### config.mk
export PLATFORM = sky130hd
export DESIGN_NAME = rfx_core_regs
export DESIGN_NICKNAME = d
export VERILOG_FILES = /design/src/rfx_pkg.sv /design/src/rfx_core_regs.sv
export SDC_FILE = /design/constraint.sdc
export NUM_CORES = 1
export LEC_CHECK = 0
export BUFFER_PORTS_ARGS = -buffer_cell sky130_fd_sc_hd__buf_2
export CORE_ASPECT_RATIO = 0.9
export CORE_MARGIN = 2
export CORE_UTILIZATION = 32
export DETAILED_ROUTE_END_ITERATION = 6
export PLACE_DENSITY = 0.6
export SETUP_SLACK_MARGIN = 0.4
export SLEW_MARGIN = 20
export SYNTH_ARGS = -nofsm -noshare
export SYNTH_HDL_FRONTEND = slang
export SYNTH_SLANG_ARGS = --single-unit
### constraint.sdc
create_clock -name mclk_i -period 3.3 [get_ports mclk_i]
set_clock_uncertainty 0.2 [all_clocks]
set_input_delay 0.66 -clock mclk_i [delete_from_list [all_inputs] [get_ports mclk_i]]
set_output_delay 0.66 -clock mclk_i [all_outputs]
set_load 0.1 [all_outputs]
### src/rfx_pkg.sv
// constants and types of the cpu flag, stack pointer and program counter file
// assumes nothing beyond a SystemVerilog compiler

package rfx_pkg;

	// ****************************************
	// vectors and reset values
	// ****************************************
	localparam logic [15:0] RFX_RESET_VEC = 16'hFFFE;
	localparam logic [15:0] RFX_TRAP_VEC = 16'hFFFC;
	localparam logic [15:0] RFX_PC_RST = 16'h0000;
	localparam logic [15:0] RFX_SP_RST = 16'h013F;
	localparam logic [7:0] RFX_CC_RST = 8'hE8;

	// ****************************************
	// field layout
	// ****************************************
	localparam int RFX_SP_BITS = 6;
	localparam logic [5:0] RFX_SP_TOP = 6'h3F;
	localparam logic [5:0] RFX_SP_STEP = 6'h01;
	localparam int RFX_CC_C = 0;
	localparam int RFX_CC_Z = 1;
	localparam int RFX_CC_N = 2;
	localparam int RFX_CC_I = 3;
	localparam int RFX_CC_H = 4;
	localparam int RFX_CC_TOP = 5;
	localparam logic [2:0] RFX_CC_ONES = 3'h7;
	localparam int RFX_NIB_MSB = 3;
	localparam int RFX_BYTE_MSB = 7;
	localparam int RFX_SUM_CARRY = 8;

	// ****************************************
	// sequence lengths, as last byte index
	// ****************************************
	localparam logic [2:0] RFX_IDX_FIRST = 3'h0;
	localparam logic [2:0] RFX_IDX_STEP = 3'h1;
	localparam logic [2:0] RFX_CTX_LAST = 3'h4;
	localparam logic [2:0] RFX_PAIR_LAST = 3'h1;
	localparam logic [2:0] RFX_ONE_LAST = 3'h0;

	typedef enum logic [2:0] {
		ST_IDLE = 3'b000,
		ST_PUSH = 3'b001,
		ST_RD = 3'b010,
		ST_RDW = 3'b011,
		ST_RDC = 3'b100
	} rfx_state_t;

	typedef enum logic [2:0] {
		SEQ_IRQ = 3'b000,
		SEQ_CALL = 3'b001,
		SEQ_PUSH = 3'b010,
		SEQ_INTERRUPT_RETURN_INSTR = 3'b011,
		SEQ_RET = 3'b100,
		SEQ_POP = 3'b101,
		SEQ_VEC = 3'b110
	} rfx_seq_t;

	typedef enum logic [2:0] {
		B_PCL = 3'b000,
		B_PCH = 3'b001,
		B_X = 3'b010,
		B_A = 3'b011,
		B_CC = 3'b100,
		B_DATA = 3'b101,
		B_VHI = 3'b110,
		B_VLO = 3'b111
	} rfx_byte_t;

	typedef enum logic [2:0] {
		ALU_ADD = 3'b000,
		ALU_ADC = 3'b001,
		ALU_LOGIC = 3'b010,
		ALU_ARITH = 3'b011,
		ALU_SHIFT = 3'b100,
		ALU_BTJ = 3'b101
	} rfx_alu_t;

endpackage : rfx_pkg

### src/rfx_core_regs.sv
// condition flags, 64-byte stack pointer, program counter, context sequencer
// assumes a stack memory that returns read data the cycle after mem_re_o

`timescale 1ns/100ps

module rfx_core_regs (
	input wire logic mclk_i,
	input wire logic srst_i,
	input wire logic ce_i,
	input wire logic alu_valid_i,
	input wire rfx_pkg::rfx_alu_t alu_op_i,
	input wire logic [7:0] alu_a_i,
	input wire logic [7:0] alu_b_i,
	input wire logic [7:0] alu_res_i,
	input wire logic alu_carry_i,
	input wire logic set_carry_instr_i,
	input wire logic clear_carry_instr_i,
	input wire logic set_mask_i,
	input wire logic clr_mask_i,
	input wire logic cc_wr_i,
	input wire logic [7:0] cc_wdata_i,
	input wire logic sp_wr_i,
	input wire logic [7:0] sp_wdata_i,
	input wire logic reset_stack_instr_i,
	input wire logic pc_load_i,
	input wire logic [15:0] pc_next_i,
	input wire logic boundary_i,
	input wire logic irq_req_i,
	input wire logic [15:0] irq_vec_i,
	input wire logic trap_i,
	input wire logic call_i,
	input wire logic ret_i,
	input wire logic interrupt_return_instr_i,
	input wire logic push_i,
	input wire logic pop_i,
	input wire logic stk_cc_i,
	input wire logic [7:0] push_data_i,
	input wire logic [7:0] acc_i,
	input wire logic [7:0] idx_x_i,
	input wire logic [7:0] mem_rdata_i,
	output logic [7:0] condition_flags_o,
	output logic [15:0] stack_pointer_o,
	output logic [15:0] program_counter_o,
	output logic busy_o,
	output logic irq_pend_o,
	output logic irq_ack_o,
	output logic [15:0] mem_addr_o,
	output logic [7:0] mem_wdata_o,
	output logic mem_we_o,
	output logic mem_re_o,
	output logic [7:0] pop_data_o,
	output logic pop_valid_o,
	output logic [7:0] acc_o,
	output logic acc_load_o,
	output logic [7:0] idx_x_o,
	output logic idx_x_load_o
);
	import rfx_pkg::*;

	// ****************************************
	// sequence tables
	// ****************************************
	function automatic rfx_byte_t seq_byte(input rfx_seq_t s,
			input logic [2:0] i, input logic use_cc);
		case (s)
			SEQ_IRQ, SEQ_CALL: begin
				case (i)
					3'h0: seq_byte = B_PCL;
					3'h1: seq_byte = B_PCH;
					3'h2: seq_byte = B_X;
					3'h3: seq_byte = B_A;
					default: seq_byte = B_CC;
				endcase
			end
			SEQ_INTERRUPT_RETURN_INSTR: begin
				case (i)
					3'h0: seq_byte = B_CC;
					3'h1: seq_byte = B_A;
					3'h2: seq_byte = B_X;
					3'h3: seq_byte = B_PCH;
					default: seq_byte = B_PCL;
				endcase
			end
			SEQ_RET: seq_byte = (i == 3'h0) ? B_PCH : B_PCL;
			SEQ_VEC: seq_byte = (i == 3'h0) ? B_VHI : B_VLO;
			default: seq_byte = use_cc ? B_CC : B_DATA;
		endcase
	endfunction : seq_byte

	function automatic logic [2:0] seq_last(input rfx_seq_t s);
		case (s)
			SEQ_IRQ, SEQ_INTERRUPT_RETURN_INSTR: seq_last = RFX_CTX_LAST;
			SEQ_CALL, SEQ_RET, SEQ_VEC: seq_last = RFX_PAIR_LAST;
			default: seq_last = RFX_ONE_LAST;
		endcase
	endfunction : seq_last

	function automatic logic [5:0] sp_step(input logic [5:0] low,
			input logic dec);
		// six-bit arithmetic wraps on its own, no overflow flag kept
		sp_step = dec ? low - RFX_SP_STEP : low + RFX_SP_STEP;
	endfunction : sp_step

	// ****************************************
	// shared decode
	// ****************************************
	rfx_state_t state;
	rfx_seq_t seq;
	logic [2:0] idx;
	logic op_cc;
	logic [7:0] data_q;
	logic [15:0] vec_base;
	logic [7:0] next_cc;
	logic mask_eff;
	logic take_trap;
	logic take_irq;
	logic take_any;
	logic push_stb;
	logic rd_stb;
	logic cap_stb;
	logic stack_rd;
	logic cc_restore;
	rfx_byte_t cur_byte;
	logic [7:0] push_byte;
	logic [15:0] rd_addr;
	logic add_cin;
	logic is_add;
	logic [8:0] sum9;
	logic [4:0] half5;
	logic [7:0] alu_out;

	// software clearing the mask this cycle opens the gate at once
	assign mask_eff = condition_flags_o[RFX_CC_I] & ~clr_mask_i;
	assign take_trap = (state == ST_IDLE) & trap_i;
	assign take_irq = (state == ST_IDLE) & boundary_i & irq_pend_o
		& ~mask_eff & ~trap_i;
	assign take_any = take_trap | take_irq;
	assign push_stb = (state == ST_PUSH);
	assign rd_stb = (state == ST_RD);
	assign cap_stb = (state == ST_RDC);
	assign stack_rd = (seq != SEQ_VEC);
	assign cur_byte = seq_byte(seq, idx, op_cc);
	assign cc_restore = cap_stb & (cur_byte == B_CC);
	assign rd_addr = stack_rd
		? {stack_pointer_o[15:RFX_SP_BITS],
			sp_step(stack_pointer_o[5:0], 1'b0)}
		: vec_base + {13'h0000, idx};

	// second index register has no path onto the stack at all
	always_comb begin
		case (cur_byte)
			B_PCL: push_byte = program_counter_o[7:0];
			B_PCH: push_byte = program_counter_o[15:8];
			B_X: push_byte = idx_x_i;
			B_A: push_byte = acc_i;
			B_CC: push_byte = condition_flags_o;
			default: push_byte = data_q;
		endcase
	end

	// ****************************************
	// alu flags
	// ****************************************
	assign add_cin = (alu_op_i == ALU_ADC) & condition_flags_o[RFX_CC_C];
	assign is_add = (alu_op_i == ALU_ADD) | (alu_op_i == ALU_ADC);
	assign sum9 = {1'b0, alu_a_i} + {1'b0, alu_b_i} + {8'h00, add_cin};
	assign half5 = {1'b0, alu_a_i[RFX_NIB_MSB:0]}
		+ {1'b0, alu_b_i[RFX_NIB_MSB:0]} + {4'h0, add_cin};
	assign alu_out = is_add ? sum9[RFX_BYTE_MSB:0] : alu_res_i;

	always_comb begin
		next_cc = condition_flags_o;
		if (alu_valid_i) begin
			case (alu_op_i)
				ALU_ADD, ALU_ADC: begin
					next_cc[RFX_CC_H] = half5[RFX_NIB_MSB + 1];
					next_cc[RFX_CC_C] = sum9[RFX_SUM_CARRY];
				end
				ALU_ARITH, ALU_SHIFT, ALU_BTJ: begin
					next_cc[RFX_CC_C] = alu_carry_i;
				end
				default: begin
				end
			endcase
			if (alu_op_i != ALU_BTJ) begin
				next_cc[RFX_CC_N] = alu_out[RFX_BYTE_MSB];
				next_cc[RFX_CC_Z] = (alu_out == 8'h00);
			end
		end
		if (clear_carry_instr_i)
			next_cc[RFX_CC_C] = 1'b0;
		if (set_carry_instr_i)
			next_cc[RFX_CC_C] = 1'b1;
		if (cc_wr_i)
			next_cc = {RFX_CC_ONES, cc_wdata_i[RFX_CC_H:0]};
		if (cc_restore) begin
			next_cc = {RFX_CC_ONES, mem_rdata_i[RFX_CC_H:0]};
			if (seq == SEQ_INTERRUPT_RETURN_INSTR)
				next_cc[RFX_CC_I] = 1'b0;
		end
		if (clr_mask_i)
			next_cc[RFX_CC_I] = 1'b0;
		// a set in the same cycle beats the clear
		if (set_mask_i | take_any)
			next_cc[RFX_CC_I] = 1'b1;
	end

	always_ff @(posedge mclk_i) begin
		if (srst_i)
			condition_flags_o <= RFX_CC_RST;
		else if (ce_i)
			condition_flags_o <= next_cc;
	end

	// ****************************************
	// pending request latch
	// ****************************************
	always_ff @(posedge mclk_i) begin
		if (srst_i)
			irq_pend_o <= 1'b0;
		else if (ce_i) begin
			if (irq_req_i)
				irq_pend_o <= 1'b1;
			else if (take_irq)
				irq_pend_o <= 1'b0;
		end
	end

	// ****************************************
	// stack pointer
	// ****************************************
	always_ff @(posedge mclk_i) begin
		if (srst_i)
			stack_pointer_o <= RFX_SP_RST;
		else if (ce_i) begin
			// upper ten bits are never assigned after reset
			if (push_stb)
				stack_pointer_o[5:0] <=
					sp_step(stack_pointer_o[5:0], 1'b1);
			else if (rd_stb & stack_rd)
				stack_pointer_o[5:0] <=
					sp_step(stack_pointer_o[5:0], 1'b0);
			else if (reset_stack_instr_i)
				stack_pointer_o[5:0] <= RFX_SP_TOP;
			else if (sp_wr_i)
				stack_pointer_o[5:0] <= sp_wdata_i[5:0];
		end
	end

	// ****************************************
	// program counter
	// ****************************************
	always_ff @(posedge mclk_i) begin
		if (srst_i)
			program_counter_o <= RFX_PC_RST;
		else if (ce_i) begin
			if (cap_stb) begin
				if (cur_byte == B_VHI || cur_byte == B_PCH)
					program_counter_o[15:8] <= mem_rdata_i;
				else if (cur_byte == B_VLO || cur_byte == B_PCL)
					program_counter_o[7:0] <= mem_rdata_i;
			end else if (pc_load_i && state == ST_IDLE)
				program_counter_o <= pc_next_i;
		end
	end

	// ****************************************
	// context sequencer
	// ****************************************
	always_ff @(posedge mclk_i) begin
		if (srst_i) begin
			// first action after reset is the vector fetch
			state <= ST_RD;
			seq <= SEQ_VEC;
			idx <= RFX_IDX_FIRST;
			vec_base <= RFX_RESET_VEC;
			op_cc <= 1'b0;
			data_q <= 8'h00;
			busy_o <= 1'b1;
			irq_ack_o <= 1'b0;
		end else if (ce_i) begin
			irq_ack_o <= 1'b0;
			case (state)
				ST_IDLE: begin
					idx <= RFX_IDX_FIRST;
					op_cc <= stk_cc_i;
					data_q <= push_data_i;
					if (take_any) begin
						seq <= SEQ_IRQ;
						vec_base <= take_trap ? RFX_TRAP_VEC : irq_vec_i;
						state <= ST_PUSH;
						busy_o <= 1'b1;
						irq_ack_o <= 1'b1;
					end else if (call_i) begin
						seq <= SEQ_CALL;
						state <= ST_PUSH;
						busy_o <= 1'b1;
					end else if (push_i) begin
						seq <= SEQ_PUSH;
						state <= ST_PUSH;
						busy_o <= 1'b1;
					end else if (interrupt_return_instr_i) begin
						seq <= SEQ_INTERRUPT_RETURN_INSTR;
						state <= ST_RD;
						busy_o <= 1'b1;
					end else if (ret_i) begin
						seq <= SEQ_RET;
						state <= ST_RD;
						busy_o <= 1'b1;
					end else if (pop_i) begin
						seq <= SEQ_POP;
						state <= ST_RD;
						busy_o <= 1'b1;
					end
				end
				ST_PUSH: begin
					if (idx == seq_last(seq)) begin
						idx <= RFX_IDX_FIRST;
						if (seq == SEQ_IRQ) begin
							seq <= SEQ_VEC;
							state <= ST_RD;
						end else begin
							state <= ST_IDLE;
							busy_o <= 1'b0;
						end
					end else
						idx <= idx + RFX_IDX_STEP;
				end
				ST_RD: state <= ST_RDW;
				ST_RDW: state <= ST_RDC;
				ST_RDC: begin
					if (idx == seq_last(seq)) begin
						state <= ST_IDLE;
						busy_o <= 1'b0;
					end else begin
						idx <= idx + RFX_IDX_STEP;
						state <= ST_RD;
					end
				end
				default: begin
					state <= ST_IDLE;
					busy_o <= 1'b0;
				end
			endcase
		end
	end

	// ****************************************
	// memory strobes
	// ****************************************
	always_ff @(posedge mclk_i) begin
		if (srst_i) begin
			mem_we_o <= 1'b0;
			mem_re_o <= 1'b0;
			mem_addr_o <= 16'h0000;
			mem_wdata_o <= 8'h00;
		end else if (ce_i) begin
			mem_we_o <= push_stb;
			mem_re_o <= rd_stb;
			if (push_stb) begin
				mem_addr_o <= stack_pointer_o;
				mem_wdata_o <= push_byte;
			end else if (rd_stb)
				mem_addr_o <= rd_addr;
		end
	end

	// ****************************************
	// restored context
	// ****************************************
	always_ff @(posedge mclk_i) begin
		if (srst_i) begin
			acc_o <= 8'h00;
			acc_load_o <= 1'b0;
			idx_x_o <= 8'h00;
			idx_x_load_o <= 1'b0;
			pop_data_o <= 8'h00;
			pop_valid_o <= 1'b0;
		end else if (ce_i) begin
			acc_load_o <= cap_stb & (cur_byte == B_A);
			idx_x_load_o <= cap_stb & (cur_byte == B_X);
			pop_valid_o <= cap_stb & (cur_byte == B_DATA);
			if (cap_stb && cur_byte == B_A)
				acc_o <= mem_rdata_i;
			if (cap_stb && cur_byte == B_X)
				idx_x_o <= mem_rdata_i;
			if (cap_stb && cur_byte == B_DATA)
				pop_data_o <= mem_rdata_i;
		end
	end

	// ****************************************
	// checks
	// ****************************************
	property p_half;
		@(posedge mclk_i) disable iff (srst_i)
		ce_i && alu_valid_i && is_add && !cc_wr_i && !cap_stb
		|=> condition_flags_o[RFX_CC_H] == $past(half5[4]);
	endproperty
	a_half: assert property (p_half)
		else $error("half carry wrong after add");

	property p_neg_zero;
		@(posedge mclk_i) disable iff (srst_i)
		ce_i && alu_valid_i && alu_op_i != ALU_BTJ && !cc_wr_i && !cap_stb
		|=> condition_flags_o[RFX_CC_N] == $past(alu_out[7])
			&& condition_flags_o[RFX_CC_Z] == ($past(alu_out) == 8'h00);
	endproperty
	a_neg_zero: assert property (p_neg_zero)
		else $error("negative or zero flag wrong");

	property p_set_carry;
		@(posedge mclk_i) disable iff (srst_i)
		ce_i && set_carry_instr_i && !cc_wr_i && !cap_stb
		|=> condition_flags_o[RFX_CC_C];
	endproperty
	a_set_carry: assert property (p_set_carry)
		else $error("set carry lost");

	property p_entry_mask;
		@(posedge mclk_i) disable iff (srst_i)
		ce_i && take_any |=> condition_flags_o[RFX_CC_I] ##0 irq_ack_o;
	endproperty
	a_entry_mask: assert property (p_entry_mask)
		else $error("mask not set on entry");

	property p_interrupt_return_instr_unmask;
		@(posedge mclk_i) disable iff (srst_i)
		ce_i && cc_restore && seq == SEQ_INTERRUPT_RETURN_INSTR && !set_mask_i
		|=> !condition_flags_o[RFX_CC_I];
	endproperty
	a_interrupt_return_instr_unmask: assert property (p_interrupt_return_instr_unmask)
		else $error("return left mask set");

	property p_pending;
		@(posedge mclk_i) disable iff (srst_i)
		ce_i && irq_req_i |=> irq_pend_o;
	endproperty
	a_pending: assert property (p_pending)
		else $error("request not held pending");

	property p_fixed_bits;
		@(posedge mclk_i) disable iff (srst_i)
		condition_flags_o[7:RFX_CC_TOP] == RFX_CC_ONES
			&& stack_pointer_o[15:6] == RFX_SP_RST[15:6];
	endproperty
	a_fixed_bits: assert property (p_fixed_bits)
		else $error("fixed bits changed");

	property p_first_pcl;
		@(posedge mclk_i) disable iff (srst_i)
		irq_ack_o && ce_i |=> mem_we_o
			&& mem_wdata_o == $past(program_counter_o[7:0])
			&& mem_addr_o == $past(stack_pointer_o);
	endproperty
	a_first_pcl: assert property (p_first_pcl)
		else $error("entry did not write pc low first at sp");

	property p_five_bytes;
		@(posedge mclk_i) disable iff (srst_i)
		(irq_ack_o && ce_i) ##1 ce_i [*5]
		|-> stack_pointer_o[5:0] == $past(stack_pointer_o[5:0], 6) - 6'h05;
	endproperty
	a_five_bytes: assert property (p_five_bytes)
		else $error("interrupt did not take five bytes");

	property p_rsp;
		@(posedge mclk_i) disable iff (srst_i)
		ce_i && reset_stack_instr_i && state == ST_IDLE
		|=> stack_pointer_o == RFX_SP_RST;
	endproperty
	a_rsp: assert property (p_rsp)
		else $error("reset stack did not load top");

endmodule : rfx_core_regs

Word-level counts from Yosys, hierarchy flattened:

Index checks and enable logic that the tools add are counted.
Widths: inputs -> output; s select.

* logic and storage cells: 216
* flip-flop bits (word level): 120
* output and inout bits: 96
* input bits: 129

* $add $sub $neg: 8
* equal/unequal tests: 35
* reduce and logical (&&, ||, !) cells: 51
* bitwise gates (word level): 19
* muxes and demuxes: 76

Operators by type and width (number)
* $mux 16: 6
* $mux 3: 24
* $mux 8: 6
* $pmux 8 s5: 1
* $pmux 3 s4: 3
* $eq 3x3->1 const B: 9
* $eq 3x2->1 const B: 8
* $mux 6: 4
* $mux 1: 23
* $reduce_and 3->1: 7
* $reduce_and 2->1: 10
* $add 16x3->16: 1
* $eq 3x1->1 const B: 5
* $logic_not 3->1: 5
* $pmux 3 s5: 1
* $and 1x1->1: 12
* $pmux 3 s2: 2
* $reduce_bool 3->1: 4
* $ne 2x1->1 const B: 5
* $reduce_bool 2->1: 5
* $add 8x8->9: 1
* $add 9x1->9: 1
* $pmux 3 s3: 1
* $logic_not 8->1: 1
* other kinds (24): 44

Longest topological paths before layout:

* depth in word-level cells: 13
* mapped depth: 11

Worst setup path after synthesis:

Ideal clock, no wire load.

* path type: reg-to-reg
* start point: register condition_flags_o[0]
* end point: register condition_flags_o[0]
* setup slack: 266 ps
* stages on the path, launching flop included: 11
* data arrival time: 2743 ps
* clock period less this slack: 3034 ps
* data required time: 3009 ps
* setup time: 91 ps
* cell sequence: dfxtp_1 nand3_1 fa_1 inv_1 fa_1 a211o_1 a211oi_1 o21a_1 o31ai_1 o211ai_1 a311oi_1

* word-level cells in the longest chain between the ends: 8

RTL lines
* start: declaration: RTL line rfx_core_regs.sv:41 `output logic [7:0] condition_flags_o,`
* start signal: assignment: RTL line rfx_core_regs.sv:212 `condition_flags_o <= next_cc;`
* $and 1x1->1: RTL line rfx_core_regs.sv:164 `assign add_cin = (alu_op_i == ALU_ADC) & condition_flags_o[RFX_CC_C];`
* $add 9x1->9: RTL line rfx_core_regs.sv:166 `assign sum9 = {1'b0, alu_a_i} + {1'b0, alu_b_i} + {8'h00, add_cin};`
* $pmux 1 s2: RTL line rfx_core_regs.sv:174 `case (alu_op_i)`
* $mux 3: RTL line rfx_core_regs.sv:173 `if (alu_valid_i) begin`
* $mux 1: RTL line rfx_core_regs.sv:190 `if (clear_carry_instr_i)`
* $mux 1: RTL line rfx_core_regs.sv:192 `if (set_carry_instr_i)`
* $mux 8: RTL line rfx_core_regs.sv:194 `if (cc_wr_i)`
* $mux 8: RTL line rfx_core_regs.sv:196 `if (cc_restore) begin`

Every way passes these cells. The select of a mux whose other input is x is not followed.
A chain may end at the register's enable or synchronous reset.

Final worst setup path:

* start point: register idx[0]
* end point: register mem_wdata_o[3]

* word-level cells in the longest chain between the ends: 5
* elaborated cells on any way between the ends: 15

RTL lines
* start: declaration: RTL line rfx_core_regs.sv:109 `logic [2:0] idx;`
* start signal: assignment: RTL line rfx_core_regs.sv:327 `idx <= idx + RFX_IDX_STEP;`
* start signal: assignment: RTL line rfx_core_regs.sv:336 `idx <= idx + RFX_IDX_STEP;`
* $eq 3x2->1, or another cell as far along: RTL line rfx_core_regs.sv:67, rfx_core_regs.sv:76
* $pmux 3 s4, or another cell as far along: RTL line rfx_core_regs.sv:76 `case (i)`
* $pmux 3 s4 *: RTL line rfx_core_regs.sv:65 `case (s)`
* $eq 3x3->1, or another cell as far along: RTL line rfx_core_regs.sv:151 `case (cur_byte)`
* $pmux 8 s5 *: RTL line rfx_core_regs.sv:151
* end signal: assignment: RTL line rfx_core_regs.sv:362 `mem_wdata_o <= push_byte;`
* end: declaration: RTL line rfx_core_regs.sv:48 `output logic [7:0] mem_wdata_o,`

Every way passes the cells marked *; elsewhere a longest branch is shown, timed or not.

==> metrics <==
status finished clean; via/cell ratio 5.34; crit path buf inv count 2; via count 7,514; #FFs+latches synth 118; # rows 51; Total Die Area 23,500 um2; Max Cap Violations 0; Setup crit end kind flop; most instantiated cells after synthesis dfxtp_1 (118), nand2_1 (100), nor2_1 (93), a21oi_1 (74), o21ai_0 (46); total power 4.89 mW; starting density of the core 0.328; max_slew headroom 0.451; initial antenna violation count 1; IO Pins 225; IO buf count 209; synth-to-layout area growth 28.7%; vias in the first global route 6,962; clk buf depth 2; synth unique cells 83; cell area after synthesis 7130 um2; design area 9180 um2; total CTS buffers 17; Worst-Margin Slew 824 ps; worst-case vdd ir drop 300 uV; delay-heaviest family, CP simple AND/OR/NAND/NOR gates; Synth area leader dfxtp_1; Clock Tree Root clkbuf_16; Max FO, Critical Path 11; max incr delay on CP 520 ps; register area share after synthesis 0.331; TNS Setup 0 ps; Post-synth top flop dfxtp_1; Worst EP required 3400 ps; First-pass DRT Iterations 5; hold buffers post-CTS 0; All-Layer GR Usage 0.208; final wirelength 25,000 um; final RePlAce weighted congestion 0.904; Fin Hold WS 249 ps; post-route ant nets 0; unrepaired setup endpoints after global routing no; post-synthesis cell count 901; DR iter-0 viols 569; Max Clk Rate 369 MHz; Post-synth ARST share 0; first-pass GRT wire length 38,800 um; post-detail-place hpwl 18,500 um; PD cells 532 nW/um2; # fillers 2,244; post-layout min period 2710 ps; Leak Pwr 3.93 nW; Die W 161 um; global route overflow 0; largest net degree at the start of global routing 47; most frequent cell after synthesis dfxtp_1; drc violations 0; placed cell areas 8450 um2; pins over their slew limit 0; Max stage delay cell, worst path mux4_2; Sink Count 118; Post-synth EDFFs 0; period utilization 0.822; layout cells sized above 1 0.271; sequential cell area 2360 um2; synthesized area per cell 7.91 um2; Clk pin slew, worst setup/hold paths 50 ps; Final Core Density 0.422; Critical Path AT 2810 ps; critical path startpoint category flop; synth warn 0; worst-skew pair later-pin latency 420 ps; die height 146 um; min-delay worst type reg -> reg; CTS H-tree depth 4; final setup violation count 0; antenna cells 0; top post-synthesis cells by area dfxtp_1 (33%), nand2_1 (5.3%), a21oi_1 (5.2%); routed wire length per instance 17.7 um; core box area 21,800 um2; multi-input logic area 4360 um2; critical path class reg -> reg; cells along the critical path buf_4 > ha_1 > ha_1 > nor2_1 > or4_4 > o211ai_2 > buf_6 > mux4_2 > nor2_1 > o21ai_0; Synth top area share 0.331; final hold viol count 0; CTS tree built; final net count 1,251
==> per-layer routing <==
metal / vias up / routed length (um) / global-route usage / share of wire
met5: - / 11 / 0 / 0.00044
met4: 2 / 354 / 0.0558 / 0.014
met3: 27 / 2010 / 0.0536 / 0.081
met2: 291 / 11500 / 0.330 / 0.46
met1: 3520 / 11000 / 0.280 / 0.44
li1: 3674 / - / - / -
==> what timing repair did <==
action                                  4_1_cts  5_1_grt
pin swaps                                     1        1
resized for setup                             3        6
endpoints found under the setup margin       27       45
hold endpoints to repair                      0        0
setup buffers                                 2        0
==> final timing paths <==
| check | startpoint | end | slack, ps | depth (start not counted) |
|---|---|---|---|---|
| setup / recovery | idx[0] | mem_wdata_o[3] | 590 | 10 |
| hold / removal | pop_data_o[2] | pop_data_o[2] | 250 | 2 |
| setup reg to reg | idx[0] | mem_wdata_o[3] | 590 | 10 |
| hold reg to reg | pop_data_o[2] | pop_data_o[2] | 250 | 2 |
==> report_power, final <==
part / internal (mW) / switching [mW] / total, mW
logic: 0.333 / 0.849 / 1.18
registers: 1.48 / 0.0746 / 1.56
clock network: 1.47 / 0.674 / 2.15
==> cells in the final DEF (no fill, tap or decap), types with 7 or more instances in the layout <==
master and instances:
a21oi_1 74, a221oi_1 9, a22oi_1 11, a31oi_1 11, a32oi_1 12, and2_1 12, buf_2 209, buf_4 31
clkbuf_16 17, conb_1 10, dfxtp_1 116, ha_1 17, inv_1 34, mux2i_1 31, nand2_1 100, nand3_1 32
nor2_1 92, nor2b_1 8, nor3_1 29, o211ai_1 19, o21ai_0 46, o22ai_1 10, o31ai_1 7, or3_1 7
xnor2_1 9, xor2_1 10
==> cells by family after synthesis <==
kind of cell    synth area share
mux                       0.0514
flops                      0.331
fa+ha+maj                 0.0383
compound gates             0.256
xor+xnor                  0.0246
buf+inv                   0.0683
other cells              0.00105
simple gates               0.229
==> stage by stage <==
stage / std cells / worst slack [ps]
6_report: 1406 / 587
5_1_grt: 1406 / 416
4_1_cts: 1406 / 356
3_5_place_dp: 1372 / 94.3
3_3_place_gp: 1372 / 138
2_1_floorplan: 909 / 461
==> cell type report <==
type                    instances  area share
repair buffers                241       0.141
clock inverters                 9      0.0213
well taps                     291      0.0397
flip-flops and latches        118       0.258
multi-input cells             690       0.475
clock buffers                  23      0.0521
inverters                      34      0.0139
==> state kept, by name, summed over array words and instances (netlist names), 6 cells and up <==
register,flops
mem_addr_o,16
program_counter_o,16
vec_base,16
acc_o,8
data_q,8
idx_x_o,8
mem_wdata_o,8
pop_data_o,8
condition_flags_o,6
stack_pointer_o,6
==> tightest hold or removal path: stages, from the launching register on <==
cell	delay, ps
dfxtp_1	300
nand2_1	50
a21oi_1	50
No activity file was read; power rests on OpenSTA's default activity.
